File: config.mk
export PLATFORM = sky130hd
export DESIGN_NAME = video_source_ctrl
export DESIGN_NICKNAME = d
export VERILOG_FILES = /design/src/video_src_pkg.sv /design/src/video_source_ctrl.sv /design/src/pixel_fifo.sv /design/src/reset_pulser.sv
export VERILOG_INCLUDE_DIRS = /design/src
export SDC_FILE = /design/constraint.sdc
export NUM_CORES = 1
export LEC_CHECK = 0
export ABC_CLOCK_PERIOD_IN_PS = 9600
export BUFFER_PORTS_ARGS = -buffer_cell sky130_fd_sc_hd__buf_2
export CORE_UTILIZATION = 65
export DETAILED_ROUTE_END_ITERATION = 16
export PLACE_DENSITY = 0.9
export RECOVER_POWER = 100
export SYNTH_ARGS = -nofsm -noshare
export SYNTH_HDL_FRONTEND = slang
export SYNTH_HIERARCHICAL = 1
export SYNTH_SLANG_ARGS = --single-unit
export TNS_END_PERCENT = 30
File: constraint.sdc
create_clock -name clk_i -period 9.6 [get_ports clk_i]
set_input_delay 1.92 -clock clk_i [delete_from_list [all_inputs] [get_ports clk_i]]
set_output_delay 1.92 -clock clk_i [all_outputs]
set_load 0.03 [all_outputs]
File: src/video_src_map.svh
// video source map: timing limits and counts for the parallel pixel port driver
// assumes a 200 MHz system clock; all counts derive from the figures below
`ifndef VIDEO_SRC_MAP_SVH
`define VIDEO_SRC_MAP_SVH

`define CLK_MHZ             200
`define RST_LOW_NS          1250
`define RST_LOW_CYC         ((`RST_LOW_NS * `CLK_MHZ + 999) / 1000)
`define STEREO_GUARD_US     1000
`define STEREO_GUARD_CYC    (`STEREO_GUARD_US * `CLK_MHZ)
`define HSW_MIN             12'h004
`define HSW_MAX             12'h080
`define HBP_MIN             12'h004
`define HFP_MIN             12'h008
`define VSW_MIN             12'h001
`define VBP_MIN             12'h002
`define VFP_MIN             12'h001
`define TVB_BASE            17'h00006
`define TVB_RATIO_MUL       17'h00008
`define PCLK_MAX_MHZ        155
`define PCLK_MIN_MHZ        1
`define PIXEL_BITS          24

`endif

File: src/video_src_pkg.sv
// video source types: timing configuration and the pin bundle toward the display controller
// assumes video_src_map.svh for the numeric limits
package video_src_pkg;

  // one frame's timing as asked for by the user side
  typedef struct packed {
    logic [11:0] h_sync;
    logic [11:0] h_back;
    logic [11:0] h_active;
    logic [11:0] h_front;
    logic [11:0] v_sync;
    logic [11:0] v_back;
    logic [11:0] v_active;
    logic [11:0] v_front;
  } timing_cfg_type;

  // pins driven into the display controller's parallel port
  typedef struct packed {
    logic        pclk;
    logic        vsync;
    logic        hsync;
    logic        pixel_valid_in;
    logic [23:0] pixel_word_in;
    logic        stereo_frame_ref;
  } video_pins_type;

  typedef enum logic [1:0] {
    ST_IDLE,
    ST_RUN
  } run_state_type;

endpackage

File: src/video_source_ctrl.sv
// video_source_ctrl: video source that drives a display controller's 24-bit parallel port
// assumes clk_i at 200 MHz; pixel clock is divided down here and driven out
//
// Contract
// The device reset line is held low for at least 1.25 us each time it is asserted.
// The vertical sync pulse stays high for at least one line.
// At least two lines pass from the vertical sync rise to the sync edge of the first active line.
// At least one line passes from the line after the last active line to the next vertical sync rise.
// Front plus back vertical porch spans at least 6 + 8 * max(1, source lines / used display lines).
// The horizontal sync pulse is high for 4 to 128 pixel clocks.
// Data-enable rises no sooner than 4 pixel clocks after the horizontal sync rise.
// At least 8 pixel clocks pass from data-enable falling to the next horizontal sync rise.
// The stereo reference changes at least 1.0 ms before the vertical sync transition it precedes.
// The stereo reference stays unchanged for at least 1.0 ms after any vertical sync transition.
// The display side captures the pixel word only on clocks where data-enable is high.
`timescale 1ns/1ps
`include "video_src_map.svh"
module video_source_ctrl #(
  parameter int PCLK_DIV         = 2,
  parameter int FIFO_DEPTH       = 4,
  parameter int STEREO_GUARD_CYC = `STEREO_GUARD_CYC
) (
  input  wire logic                          clk_i,
  input  wire logic                          rst_n_i,
  input  wire logic                          enable_i,
  input  wire logic                          device_reset_req_i,
  input  wire video_src_pkg::timing_cfg_type cfg_i,
  input  wire logic [11:0]                   display_used_lines_i,
  input  wire logic [23:0]                   pix_word_i,
  input  wire logic                          pix_valid_i,
  output logic                               pix_ready_o,
  input  wire logic                          stereo_eye_i,
  output video_src_pkg::video_pins_type      pins_o,
  output logic                               hw_reset_n_o,
  output logic                               underrun_o,
  output logic                               frame_start_o
);
  import video_src_pkg::*;

  localparam int HALF = PCLK_DIV / 2;

  // pixel clock must sit inside the port's 1..155 MHz range
  initial
  begin
    if (PCLK_DIV < 2 || `CLK_MHZ / PCLK_DIV > `PCLK_MAX_MHZ || `CLK_MHZ / PCLK_DIV < `PCLK_MIN_MHZ)
      $error("video_source_ctrl: PCLK_DIV gives a pixel clock outside the allowed range");
    if (FIFO_DEPTH < 2) $error("video_source_ctrl: FIFO_DEPTH must be >= 2");
    if (STEREO_GUARD_CYC < 1 || STEREO_GUARD_CYC > 1048575) $error("video_source_ctrl: bad STEREO_GUARD_CYC");
  end

  function automatic logic [11:0] max12(input logic [11:0] a, input logic [11:0] b);
    max12 = (a > b) ? a : b;
  endfunction

  // device reset pulse generator
  logic dev_in_reset;
  reset_pulser #(
    .LOW_CYC (`RST_LOW_CYC)
  ) u_reset (
    .clk_i        (clk_i),
    .rst_n_i      (rst_n_i),
    .req_i        (device_reset_req_i),
    .hw_reset_n_o (hw_reset_n_o),
    .busy_o       (dev_in_reset)
  );

  // pixel buffer between the user stream and the port
  logic [23:0] fifo_data;
  logic        fifo_valid;
  logic        fifo_pop;
  pixel_fifo #(
    .WIDTH (`PIXEL_BITS),
    .DEPTH (FIFO_DEPTH)
  ) u_fifo (
    .clk_i       (clk_i),
    .rst_n_i     (rst_n_i),
    .in_data_i   (pix_word_i),
    .in_valid_i  (pix_valid_i),
    .in_ready_o  (pix_ready_o),
    .out_data_o  (fifo_data),
    .out_valid_o (fifo_valid),
    .out_ready_i (fifo_pop)
  );

  // one flop per pin, gathered into the bundle in its field order so each has a single driver
  logic        pin_pclk, pin_vsync, pin_hsync, pin_valid, pin_stereo;
  logic [23:0] pin_word;
  assign pins_o = {pin_pclk, pin_vsync, pin_hsync, pin_valid, pin_word, pin_stereo};

  // pixel clock divider; tick marks the falling pclk edge where outputs change
  logic [7:0] div_cnt;
  logic [7:0] next_div;
  logic       tick;
  assign next_div = (div_cnt == 8'(PCLK_DIV - 1)) ? 8'h00 : div_cnt + 8'h01;
  assign tick     = (next_div == 8'(HALF));

  always_ff @(posedge clk_i)
  begin
    if (!rst_n_i)
    begin
      div_cnt  <= 8'h00;
      pin_pclk <= 1'b0;
    end
    else
    begin
      div_cnt  <= next_div;
      pin_pclk <= (next_div < 8'(HALF)); // device samples on the rising edge, mid-pixel
    end
  end

  // clamp the requested timing to the port minima
  timing_cfg_type eff;
  timing_cfg_type cfg_q;
  always_comb
  begin
    eff         = cfg_i;
    eff.h_sync  = (cfg_i.h_sync > `HSW_MAX) ? `HSW_MAX : max12(cfg_i.h_sync, `HSW_MIN);
    eff.h_back  = max12(cfg_i.h_back, `HBP_MIN);
    eff.h_front = max12(cfg_i.h_front, `HFP_MIN);
    eff.h_active = max12(cfg_i.h_active, 12'h001);
    eff.v_active = max12(cfg_i.v_active, 12'h001);
    eff.v_sync  = max12(cfg_i.v_sync, `VSW_MIN);
    eff.v_back  = max12(max12(cfg_i.v_back, `VBP_MIN), eff.v_sync);
    eff.v_front = max12(cfg_i.v_front, `VFP_MIN);
  end

  // frame position counters
  run_state_type state;
  logic [11:0]   h_cnt;
  logic [15:0]   v_cnt;
  logic [15:0]   h_total;
  logic [15:0]   act_start;
  logic [15:0]   act_end;
  logic          line_end;
  logic          frame_done;
  logic          in_vactive;
  logic          hsync_now;
  logic          vsync_now;
  logic          de_now;

  assign h_total   = 16'(cfg_q.h_sync) + 16'(cfg_q.h_back) + 16'(cfg_q.h_active) + 16'(cfg_q.h_front);
  assign act_start = 16'(cfg_q.h_sync) + 16'(cfg_q.h_back);
  assign act_end   = act_start + 16'(cfg_q.h_active);
  assign line_end  = (16'(h_cnt) == h_total - 16'h0001);
  assign in_vactive = (v_cnt >= 16'(cfg_q.v_back)) && (v_cnt < 16'(cfg_q.v_back) + 16'(cfg_q.v_active));
  assign hsync_now = (state == ST_RUN) && (h_cnt < cfg_q.h_sync);
  assign vsync_now = (state == ST_RUN) && (v_cnt < 16'(cfg_q.v_sync));
  assign de_now    = (state == ST_RUN) && in_vactive && (16'(h_cnt) >= act_start) && (16'(h_cnt) < act_end);

  // minimum total blanking: 6 + 8*max(1, src/used) lines, found by repeated addition
  logic [16:0] tvb_acc;
  logic [16:0] tvb_q;
  logic        tvb_busy;
  logic [16:0] tvb_target;
  logic [16:0] tvb_min;
  logic [11:0] used_lines;
  assign used_lines = (display_used_lines_i == 12'h000) ? eff.v_active : display_used_lines_i;
  assign tvb_target = `TVB_RATIO_MUL * 17'(cfg_q.v_active);
  assign tvb_min    = `TVB_BASE + ((tvb_q > `TVB_RATIO_MUL) ? tvb_q : `TVB_RATIO_MUL);

  logic [11:0] used_q;
  always_ff @(posedge clk_i)
  begin
    if (!rst_n_i)
    begin
      tvb_acc  <= 17'h00000;
      tvb_q    <= 17'h00000;
      tvb_busy <= 1'b0;
    end
    else if (frame_start_o)
    begin
      tvb_acc  <= 17'h00000;
      tvb_q    <= 17'h00000;
      tvb_busy <= 1'b1;
    end
    else if (tvb_busy)
    begin
      if (tvb_acc >= tvb_target)
        tvb_busy <= 1'b0;
      else
      begin
        tvb_acc <= tvb_acc + 17'(used_q);
        tvb_q   <= tvb_q + 17'h00001;
      end
    end
  end

  // stereo guard timers in system clocks, saturating
  logic [19:0] since_vs;
  logic [19:0] since_stereo;
  logic        stereo_ok_to_change;
  logic        stereo_guard_met;
  assign stereo_guard_met    = (since_stereo >= 20'(STEREO_GUARD_CYC));
  assign stereo_ok_to_change = (since_vs >= 20'(STEREO_GUARD_CYC)) && !vsync_now && !pins_o.vsync;

  // a frame may close only when porches, blanking, ratio search and stereo setup are all satisfied
  logic [15:0] lines_after;
  assign lines_after = v_cnt + 16'h0001 - 16'(cfg_q.v_back) - 16'(cfg_q.v_active);
  assign frame_done  = (v_cnt + 16'h0001 >= 16'(cfg_q.v_back) + 16'(cfg_q.v_active))
                       && (lines_after >= 16'(cfg_q.v_front))
                       && (17'(lines_after) + 17'(cfg_q.v_back) >= tvb_min)
                       && !tvb_busy
                       && stereo_guard_met;

  // run control and counters advance once per pixel
  always_ff @(posedge clk_i)
  begin
    if (!rst_n_i)
    begin
      state         <= ST_IDLE;
      h_cnt         <= 12'h000;
      v_cnt         <= 16'h0000;
      cfg_q         <= '0;
      used_q        <= 12'h001;
      frame_start_o <= 1'b0;
    end
    else
    begin
      frame_start_o <= 1'b0;
      case (state)
        ST_IDLE:
        begin
          if (tick && enable_i && !dev_in_reset && stereo_guard_met)
          begin
            state         <= ST_RUN;
            cfg_q         <= eff;
            used_q        <= used_lines;
            h_cnt         <= 12'h000;
            v_cnt         <= 16'h0000;
            frame_start_o <= 1'b1;
          end
        end
        ST_RUN:
        begin
          if (dev_in_reset)
            state <= ST_IDLE; // never drive video into a controller held in reset
          else if (tick)
          begin
            if (!line_end)
              h_cnt <= h_cnt + 12'h001;
            else
            begin
              h_cnt <= 12'h000;
              if (!frame_done)
                v_cnt <= v_cnt + 16'h0001; // extra blank lines stretch the front porch
              else if (!enable_i)
                state <= ST_IDLE; // stop only on a frame boundary
              else
              begin
                v_cnt         <= 16'h0000;
                cfg_q         <= eff; // new timing takes effect only between frames
                used_q        <= used_lines;
                frame_start_o <= 1'b1;
              end
            end
          end
        end
        default:
          state <= ST_IDLE;
      endcase
    end
  end

  // pin registers follow the counters one pixel later, updated on the falling pclk edge
  assign fifo_pop = tick && de_now && fifo_valid;

  always_ff @(posedge clk_i)
  begin
    if (!rst_n_i)
    begin
      pin_hsync <= 1'b0;
      pin_vsync <= 1'b0;
      pin_valid <= 1'b0;
      pin_word  <= 24'h000000;
    end
    else if (tick)
    begin
      pin_hsync <= hsync_now;
      pin_vsync <= vsync_now;
      pin_valid <= de_now;
      // blanking cycles carry zero so the display side has nothing to mistake for a pixel
      pin_word  <= (de_now && fifo_valid) ? fifo_data : 24'h000000;
    end
  end

  // sticky underrun: an active pixel found the buffer empty; cleared by device reset request
  always_ff @(posedge clk_i)
  begin
    if (!rst_n_i)
      underrun_o <= 1'b0;
    else if (tick && de_now && !fifo_valid)
      underrun_o <= 1'b1;
    else if (device_reset_req_i)
      underrun_o <= 1'b0;
  end

  // vsync edge timer restarts whenever the vsync pin is about to move
  always_ff @(posedge clk_i)
  begin
    if (!rst_n_i)
      since_vs <= 20'hFFFFF;
    else if (tick && (vsync_now != pins_o.vsync))
      since_vs <= 20'h00000;
    else if (since_vs != 20'hFFFFF)
      since_vs <= since_vs + 20'h00001;
  end

  // stereo reference moves only in the quiet middle of the vsync-low interval
  always_ff @(posedge clk_i)
  begin
    if (!rst_n_i)
    begin
      pin_stereo   <= 1'b0;
      since_stereo <= 20'hFFFFF;
    end
    else if (stereo_ok_to_change && !tick && (stereo_eye_i != pin_stereo))
    begin
      pin_stereo   <= stereo_eye_i;
      since_stereo <= 20'h00000;
    end
    else if (since_stereo != 20'hFFFFF)
      since_stereo <= since_stereo + 20'h00001;
  end
endmodule // video_source_ctrl

File: src/pixel_fifo.sv
// pixel_fifo: small synchronous fifo with valid/ready on both sides
// assumes one clock; registered full flag drives in_ready_o
`timescale 1ns/1ps
module pixel_fifo #(
  parameter int WIDTH = 24,
  parameter int DEPTH = 4
) (
  input  wire logic             clk_i,
  input  wire logic             rst_n_i,
  input  wire logic [WIDTH-1:0] in_data_i,
  input  wire logic             in_valid_i,
  output logic                  in_ready_o,
  output logic [WIDTH-1:0]      out_data_o,
  output logic                  out_valid_o,
  input  wire logic             out_ready_i
);
  localparam int AW = (DEPTH > 1) ? $clog2(DEPTH) : 1;

  initial
  begin
    if (DEPTH < 2 || WIDTH < 1) $error("pixel_fifo: DEPTH must be >= 2 and WIDTH >= 1");
  end

  logic [WIDTH-1:0] mem [DEPTH];
  logic [AW-1:0]    wr_ptr;
  logic [AW-1:0]    rd_ptr;
  logic [AW:0]      count;
  logic             push;
  logic             pop;
  logic [AW:0]      next_count;

  assign push        = in_valid_i && in_ready_o;
  assign pop         = out_valid_o && out_ready_i;
  assign out_data_o  = mem[rd_ptr];
  assign out_valid_o = (count != '0);
  assign next_count  = count + {{AW{1'b0}}, push} - {{AW{1'b0}}, pop};

  // storage writes need no reset
  always_ff @(posedge clk_i)
  begin
    if (push) mem[wr_ptr] <= in_data_i;
  end

  // pointers wrap at DEPTH, which need not be a power of two
  always_ff @(posedge clk_i)
  begin
    if (!rst_n_i)
    begin
      wr_ptr <= '0;
      rd_ptr <= '0;
    end
    else
    begin
      if (push) wr_ptr <= (wr_ptr == AW'(DEPTH - 1)) ? '0 : wr_ptr + 1'b1;
      if (pop)  rd_ptr <= (rd_ptr == AW'(DEPTH - 1)) ? '0 : rd_ptr + 1'b1;
    end
  end

  // ready registered from the next count so the source sees back-pressure without a comb path
  always_ff @(posedge clk_i)
  begin
    if (!rst_n_i)
    begin
      count      <= '0;
      in_ready_o <= 1'b0;
    end
    else
    begin
      count      <= next_count;
      in_ready_o <= (next_count != (AW+1)'(DEPTH));
    end
  end
endmodule // pixel_fifo

File: src/reset_pulser.sv
// reset_pulser: drives the display controller's active-low reset for a fixed minimum time
// assumes a request pulse from the owner; output is a flop
`timescale 1ns/1ps
module reset_pulser #(
  parameter int LOW_CYC = 250
) (
  input  wire logic clk_i,
  input  wire logic rst_n_i,
  input  wire logic req_i,
  output logic      hw_reset_n_o,
  output logic      busy_o
);
  initial
  begin
    if (LOW_CYC < 1 || LOW_CYC > 65535) $error("reset_pulser: LOW_CYC out of range");
  end

  logic [15:0] cnt;

  // low from our own reset and on each request, released after LOW_CYC cycles
  always_ff @(posedge clk_i)
  begin
    if (!rst_n_i)
    begin
      cnt          <= 16'h0000;
      hw_reset_n_o <= 1'b0;
      busy_o       <= 1'b1;
    end
    else if (req_i)
    begin
      cnt          <= 16'h0000;
      hw_reset_n_o <= 1'b0;
      busy_o       <= 1'b1;
    end
    else if (!hw_reset_n_o)
    begin
      cnt <= cnt + 16'h0001;
      if (cnt == 16'(LOW_CYC - 1))
      begin
        hw_reset_n_o <= 1'b1;
        busy_o       <= 1'b0;
      end
    end
  end
endmodule // reset_pulser

==> flow_summary.toml, run 1 <==
[pwr]
p_leak_nw = 10.7
power_w = 0.00378
vdd_drop_max_mv = 0.186
p_per_area_mw_per_mm2 = 144

[cells_and_area]
drive_gt1_share_pct = 8.76
post-route-util_pct = 72.0
area_growth_pct = 9.24
stdcell_area_mm2 = 0.0263
layout_common_cells = "279 x dfxtp_1, 270 x ha_1, 248 x inv_1, 218 x a21oi_1, 190 x o21ai_0"
final_common_cell = "dfxtp_1"
finish.net_count = 3214

[outcome]
status = "finished with violations"
violations = "capacitance limit, slew limit"

[timing]
final.setup.tns_ns = 0
relSlewSlack_pct = -96.3
period_minus_slack_ns = 8.36
worst_pin_slew_ns = 2.94
rsz0062_at_grt = "false"
drv_slew = 258
final-hold-violation-count = 0
skew_ns = 0.0279
setup_violations = 0
max_freq_mhz = 120
holdWs_ns = 0.477
fin_crit_sh_pct = 87.1

[global_route]
grt_overflow = 0
grt_pass1_wl_um = 105000
first_global_vias = 20800
antenna_found_initial = 6
grtUsageTotal_pct = 34.4
grt_max_degree = 98

[placement]
gp_congestion = 1.00
io_buffers = 170
dpl_cell_area_mm2 = 0.0251
dp_hpwl_um = 46400

[critical_path]
crit_top_cell = "ha_1"
slowest_delay_ns = 1.10
path_buf_inv = 2
crit_slowest_cell = "a41o_1"
crit_required_ns = 10.05
cp-end-kind = "flip-flop"
critical_path_class = "reg2reg"
startpoint_type = "flip-flop"
critPathTopFamily = "compound AO/OA/AOI/OAI gates"
cp.arrival_ns = 8.81
path_max_fanout = 35

[logic_synthesis]
syn_area_mm2 = 0.0241
synth_fp_nets = 3101
synth_top_area_share_pct = 23.2
yosys.cell_types.count = 85
yosysTopAreaCell = "dfxtp_1"
async_flop_share_pct = 0
syn-mean-instance-area_um2 = 9.00
yosys_register_bits = 375
synth_edf_count = 96
seq_area_frac_synth_pct = 35.2
yosys_warnings = 6
ys.flop_type = "dfxtp_1"
synth_cells = 2674
yosys-top-cells-area = "dfxtp_1 23%, ha_1 14%, edfxtp_1 12%"

[clocking]
cts_root_buf = "clkbuf_16"
max-clock-path-buffers = 3
cts.clk_slew.worst_paths_ns = 0.06
post_cts_buffers = 0
cts_made_buffers = 41
insertion_delay_ns = 0.59
clock_sinks = 375
cts_tree = "yes"
cts-htree-levels = 2
cts_hold_buffers = 0
cts_resized = 0

[job]
drv_cap = 7

[min_path]
worst_hold_path_type = "reg2reg"

[detailed_routing]
wirelength_um = 65400
dr.pass1.iters = 6
avgRoutedWirePerCell_um = 19.9
viasPerCell = 6.38
drt-initial-drc-count = 2100
drc_errors = 0
vias = 21000
postRouteAntennaNets = 0

[die]
ios = 171
dieArea_mm2 = 0.0378
row_count = 70
core_area_mm2 = 0.0365
die_w_um = 194
die_h_um = 194
initial_core_util_pct = 65.9
[routing by layer]
layer | GRT usage (%) | wire (µm) | vias to the layer above
met5 | 0 | 23 | -
met4 | 17.5 | 3060 | 4
met3 | 6.06 | 5650 | 236
met2 | 58.8 | 31500 | 999
met1 | 41.6 | 25100 | 10000
li1 | - | - | 9759
[synth_stat cells (9+ instances only)]
library cell,count
mux2i_1,44
and3_1,26
a21boi_0,9
xnor2_1,109
a21oi_1,218
and2_1,19
ha_1,270
a211oi_1,46
clkbuf_1,87
xor2_1,56
or2_2,13
a31oi_1,17
nor3_1,53
o21bai_1,10
nor2b_1,32
nand2_1,164
a21o_1,51
buf_2,11
inv_1,249
nor4_1,31
a22o_1,10
fa_1,19
o21ai_0,190
mux4_2,20
buf_6,10
edfxtp_1,96
nand4_1,44
o211ai_1,25
nand2b_1,25
nor2_1,154
dfxtp_1,279
nand3_1,117
or3_1,19
o21a_1,31
[path summary, 6_finish.rpt]
kind | slack (ns) | start | endpoint | cells after the start
max | 1.24 | cfg_q[72] | cfg_q[0] | 27
min | 0.48 | cfg_q[54] | cfg_q[54] | 2
max reg2reg | 1.24 | cfg_q[72] | cfg_q[0] | 27
min reg2reg | 0.48 | cfg_q[54] | cfg_q[54] | 2
[flip-flops by register name, indices dropped and copies added (netlist names), 8 cells and up, named ones only]
| name | count |
|---|---|
| v_cnt | 16 |
| cfg_q | 96 |
| u_reset/cnt | 16 |
| h_cnt | 12 |
| u_fifo/mem | 96 |
| pin_word | 24 |
| tvb_q | 17 |
| since_vs | 20 |
| since_stereo | 20 |
| tvb_acc | 17 |
| used_q | 12 |
| div_cnt | 8 |
[metrics by stage]
stage	cells	setup slack [ns]
floorplan	2674	3.31
CTS	3287	1.87
global route	3289	0.784
finish	3291	1.24
global placement	3212	2.15
detailed placement	3212	1.92
[where the power goes]
group / internal, W / switching, W / leakage [nW]
Clock: 0.000871 / 0.000695 / 0.625
Sequential: 0.00169 / 0.0000708 / 3.13
Combinational: 0.000181 / 0.000271 / 6.90
[cell type report]
type                            count  area [µm²]
Sequential cell                   375        8470
Tap cell                          468         586
Fill cell                        2612       10200
Timing Repair Buffer              190         890
Multi-Input combinational cell   1930       14100
Clock inverter                     24         244
Clock buffer                       51        1080
Antenna cell                        4        10.0
Inverter                          249         936
[worst reg2reg max path, delay by kind of cell, from the launching register on]
family | cells | cell delay, ns
flops | 1 | 0.32
compound gates | 9 | 2.91
fa+ha+maj | 5 | 1.56
buf+inv | 2 | 0.58
simple gates | 8 | 2.01
xor+xnor | 3 | 0.83
[kinds of logic after synthesis]
kind of cell | Yosys count | synth area share, %
simple gates | 734 | 15.3
buf+inv | 369 | 6.43
flops | 375 | 35.2
compound gates | 671 | 17.1
fa+ha+maj | 289 | 15.6
mux | 70 | 4.23
xor+xnor | 166 | 6.10
Note: power is estimated with default switching activity, not from simulation.
==> run 2, diff against run 1 <==
--- a/config.mk
+++ b/config.mk
@@ -10,7 +10,7 @@
 export BUFFER_PORTS_ARGS = -buffer_cell sky130_fd_sc_hd__buf_2
 export CORE_UTILIZATION = 65
 export DETAILED_ROUTE_END_ITERATION = 16
-export PLACE_DENSITY = 0.9
+export PLACE_DENSITY = 0.91
 export RECOVER_POWER = 100
 export SYNTH_ARGS = -nofsm -noshare
 export SYNTH_HDL_FRONTEND = slang
==> run 2 against run 1 <==
First-iteration DRC count decreased by 13%. Sequential share of layout area about the same. Largest cell class unchanged. Global-route usage increased by 1.1 points. Via count increased by 0.78%. Critical path type unchanged. Largest power group unchanged. Clock power about the same. Non-clock buffer count increased by 2. Combinational power about the same. Routed wire length increased by 3.1%. The run still ends with capacitance limit, slew limit left.
==> flow_summary.toml, run 2 (synthesis gave the netlist of run 1 again) <==
[timing]
skew_ns = 0.0651
rsz0062_at_grt = "false"
max_freq_mhz = 118
final-hold-violation-count = 0
relSlewSlack_pct = -110
fin_crit_sh_pct = 88.5
worst_pin_slew_ns = 3.15
setup_violations = 0
period_minus_slack_ns = 8.49
final.setup.tns_ns = 0
drv_slew = 266

[placement]
placed_cells = 3214
io_buffers = 170
gp_congestion = 1.03
dp_hpwl_um = 47400

[die]
initial_core_util_pct = 65.9
dieArea_mm2 = 0.0378
row_count = 70
die_w_um = 194
ios = 171
die_h_um = 194
core_area_mm2 = 0.0365

[clocking]
cts_resized = 0
cts-htree-levels = 2
cts_made_buffers = 40
cts_root_buf = "clkbuf_16"
clock_sinks = 375
insertion_delay_ns = 0.61
post_cts_buffers = 0
max-clock-path-buffers = 3
cts.clk_slew.worst_paths_ns = 0.07
cts_hold_buffers = 0
cts_tree = "yes"

[pwr]
p_per_area_mw_per_mm2 = 144
p_leak_nw = 10.7
vdd_drop_max_mv = 0.178

[critical_path]
cp-end-kind = "flip-flop"
crit_top_cell = "ha_1"
worstRegToRegCells = 32
ff2ff_setup_slack_ns = 1.11
slowest_delay_ns = 1.20
critical_path_class = "reg2reg"
path_max_fanout = 30
cp.arrival_ns = 8.95
startpoint_type = "flip-flop"
crit_slowest_cell = "a41oi_2"
crit_required_ns = 10.05
crit-reg2reg-launch = "v_cnt[1]"
r2r-end = "used_q[4]"

[min_path]
min_to = "tvb_acc[16]"
hold_start = "tvb_acc[16]"
worst_hold_path_type = "reg2reg"
hold_depth = 1

[detailed_routing]
dr.pass1.iters = 6
drc_errors = 0
wirelength_um = 67400
vias = 21200
postRouteAntennaNets = 0
avgRoutedWirePerCell_um = 20.5
viasPerCell = 6.43
drt-initial-drc-count = 1831

[cells_and_area]
layout_common_cells = "279 x dfxtp_1, 270 x ha_1, 248 x inv_1, 218 x a21oi_1, 190 x o21ai_0"
drive_gt1_share_pct = 8.91
post-route-util_pct = 71.9
reg_top3 = "cfg_q x96, u_fifo/mem x96, pin_word x24"
fill_cells = 2521
final_common_cell = "dfxtp_1"
finish.net_count = 3215
finalNonFillerCells = 3289
area_growth_pct = 9.15

[global_route]
grt_max_degree = 99
grt_overflow = 0
antenna_found_initial = 3
grtUsageTotal_pct = 35.5
first_global_vias = 21300
grt_pass1_wl_um = 108000

[outcome]
status = "finished with violations"
violations = "capacitance limit, slew limit"

[job]
drv_cap = 8
run 2: cell types whose count changed in the layout (fill, tap and decap cells not counted), sizes merged:
cell and change:
clkbuf +1, clkinvlp -4, buf +2, diode -1, inv +2, clkinv -2
run 2: area by class of cell:
type	instances	area [µm²]	share of cell area [%]
timing repair buffer	192	903	3.44
clock buffer	52	1070	4.07
clock inverter	20	235	0.895
antenna	3	7.51	0.0286
sequential	375	8470	32.2
multi-input combinational	1930	14100	53.5
tap	468	586	2.23
inverter	249	936	3.56
run 2: worst max path at each step:
stage	cells past startpoint	slack (ns)	startpoint	end
finish	32	1.11	v_cnt[1]	used_q[4]
global route	28	0.59	cfg_q[84]	used_q[2]
CTS	31	1.82	v_cnt[1]	used_q[2]
detailed placement	31	1.87	v_cnt[1]	used_q[9]
global placement	24	2.17	cfg_q[72]	used_q[6]
floorplan	30	3.31	cfg_q[85]	used_q[1]
run 2: report_power, final:
group / switching, W / total (W) / internal, W / leakage (nW)
logic: 0.000273 / 0.000455 / 0.000182 / 6.91
registers: 0.0000751 / 0.00177 / 0.00169 / 3.13
clock network: 0.000706 / 0.00157 / 0.000861 / 0.637
total: 0.00105 / 0.00379 / 0.00274 / 10.7
run 2: worst max-delay path: cells and delay by family (launching register included):
family,cells,cell delay (ns)
compound gates,12,3.57
xor+xnor,2,0.37
fa+ha+maj,5,1.62
buf+inv,3,0.67
flops,1,0.49
simple gates,10,1.63
run 2: metrics by stage:
stage | hold WS, ns | worst slack (ns) | total power (W) | area, µm²
after floorplan | 0.431 | 3.31 | 0.00211 | 24100
after global placement | 0.431 | 2.17 | 0.00221 | 25100
after detailed placement | 0.447 | 1.87 | 0.00224 | 25100
after CTS | 0.468 | 1.82 | 0.00379 | 26400
after global routing | 0.495 | 0.593 | 0.00391 | 26300
final | 0.470 | 1.11 | 0.00379 | 26300
run 2: per-layer routing:
metal  wire length [µm]  global-route usage, %
met1              25400                   41.4
met2              32700                   61.4
met3               5770                   6.51
met4               3500                   20.0
met5                  0                      0
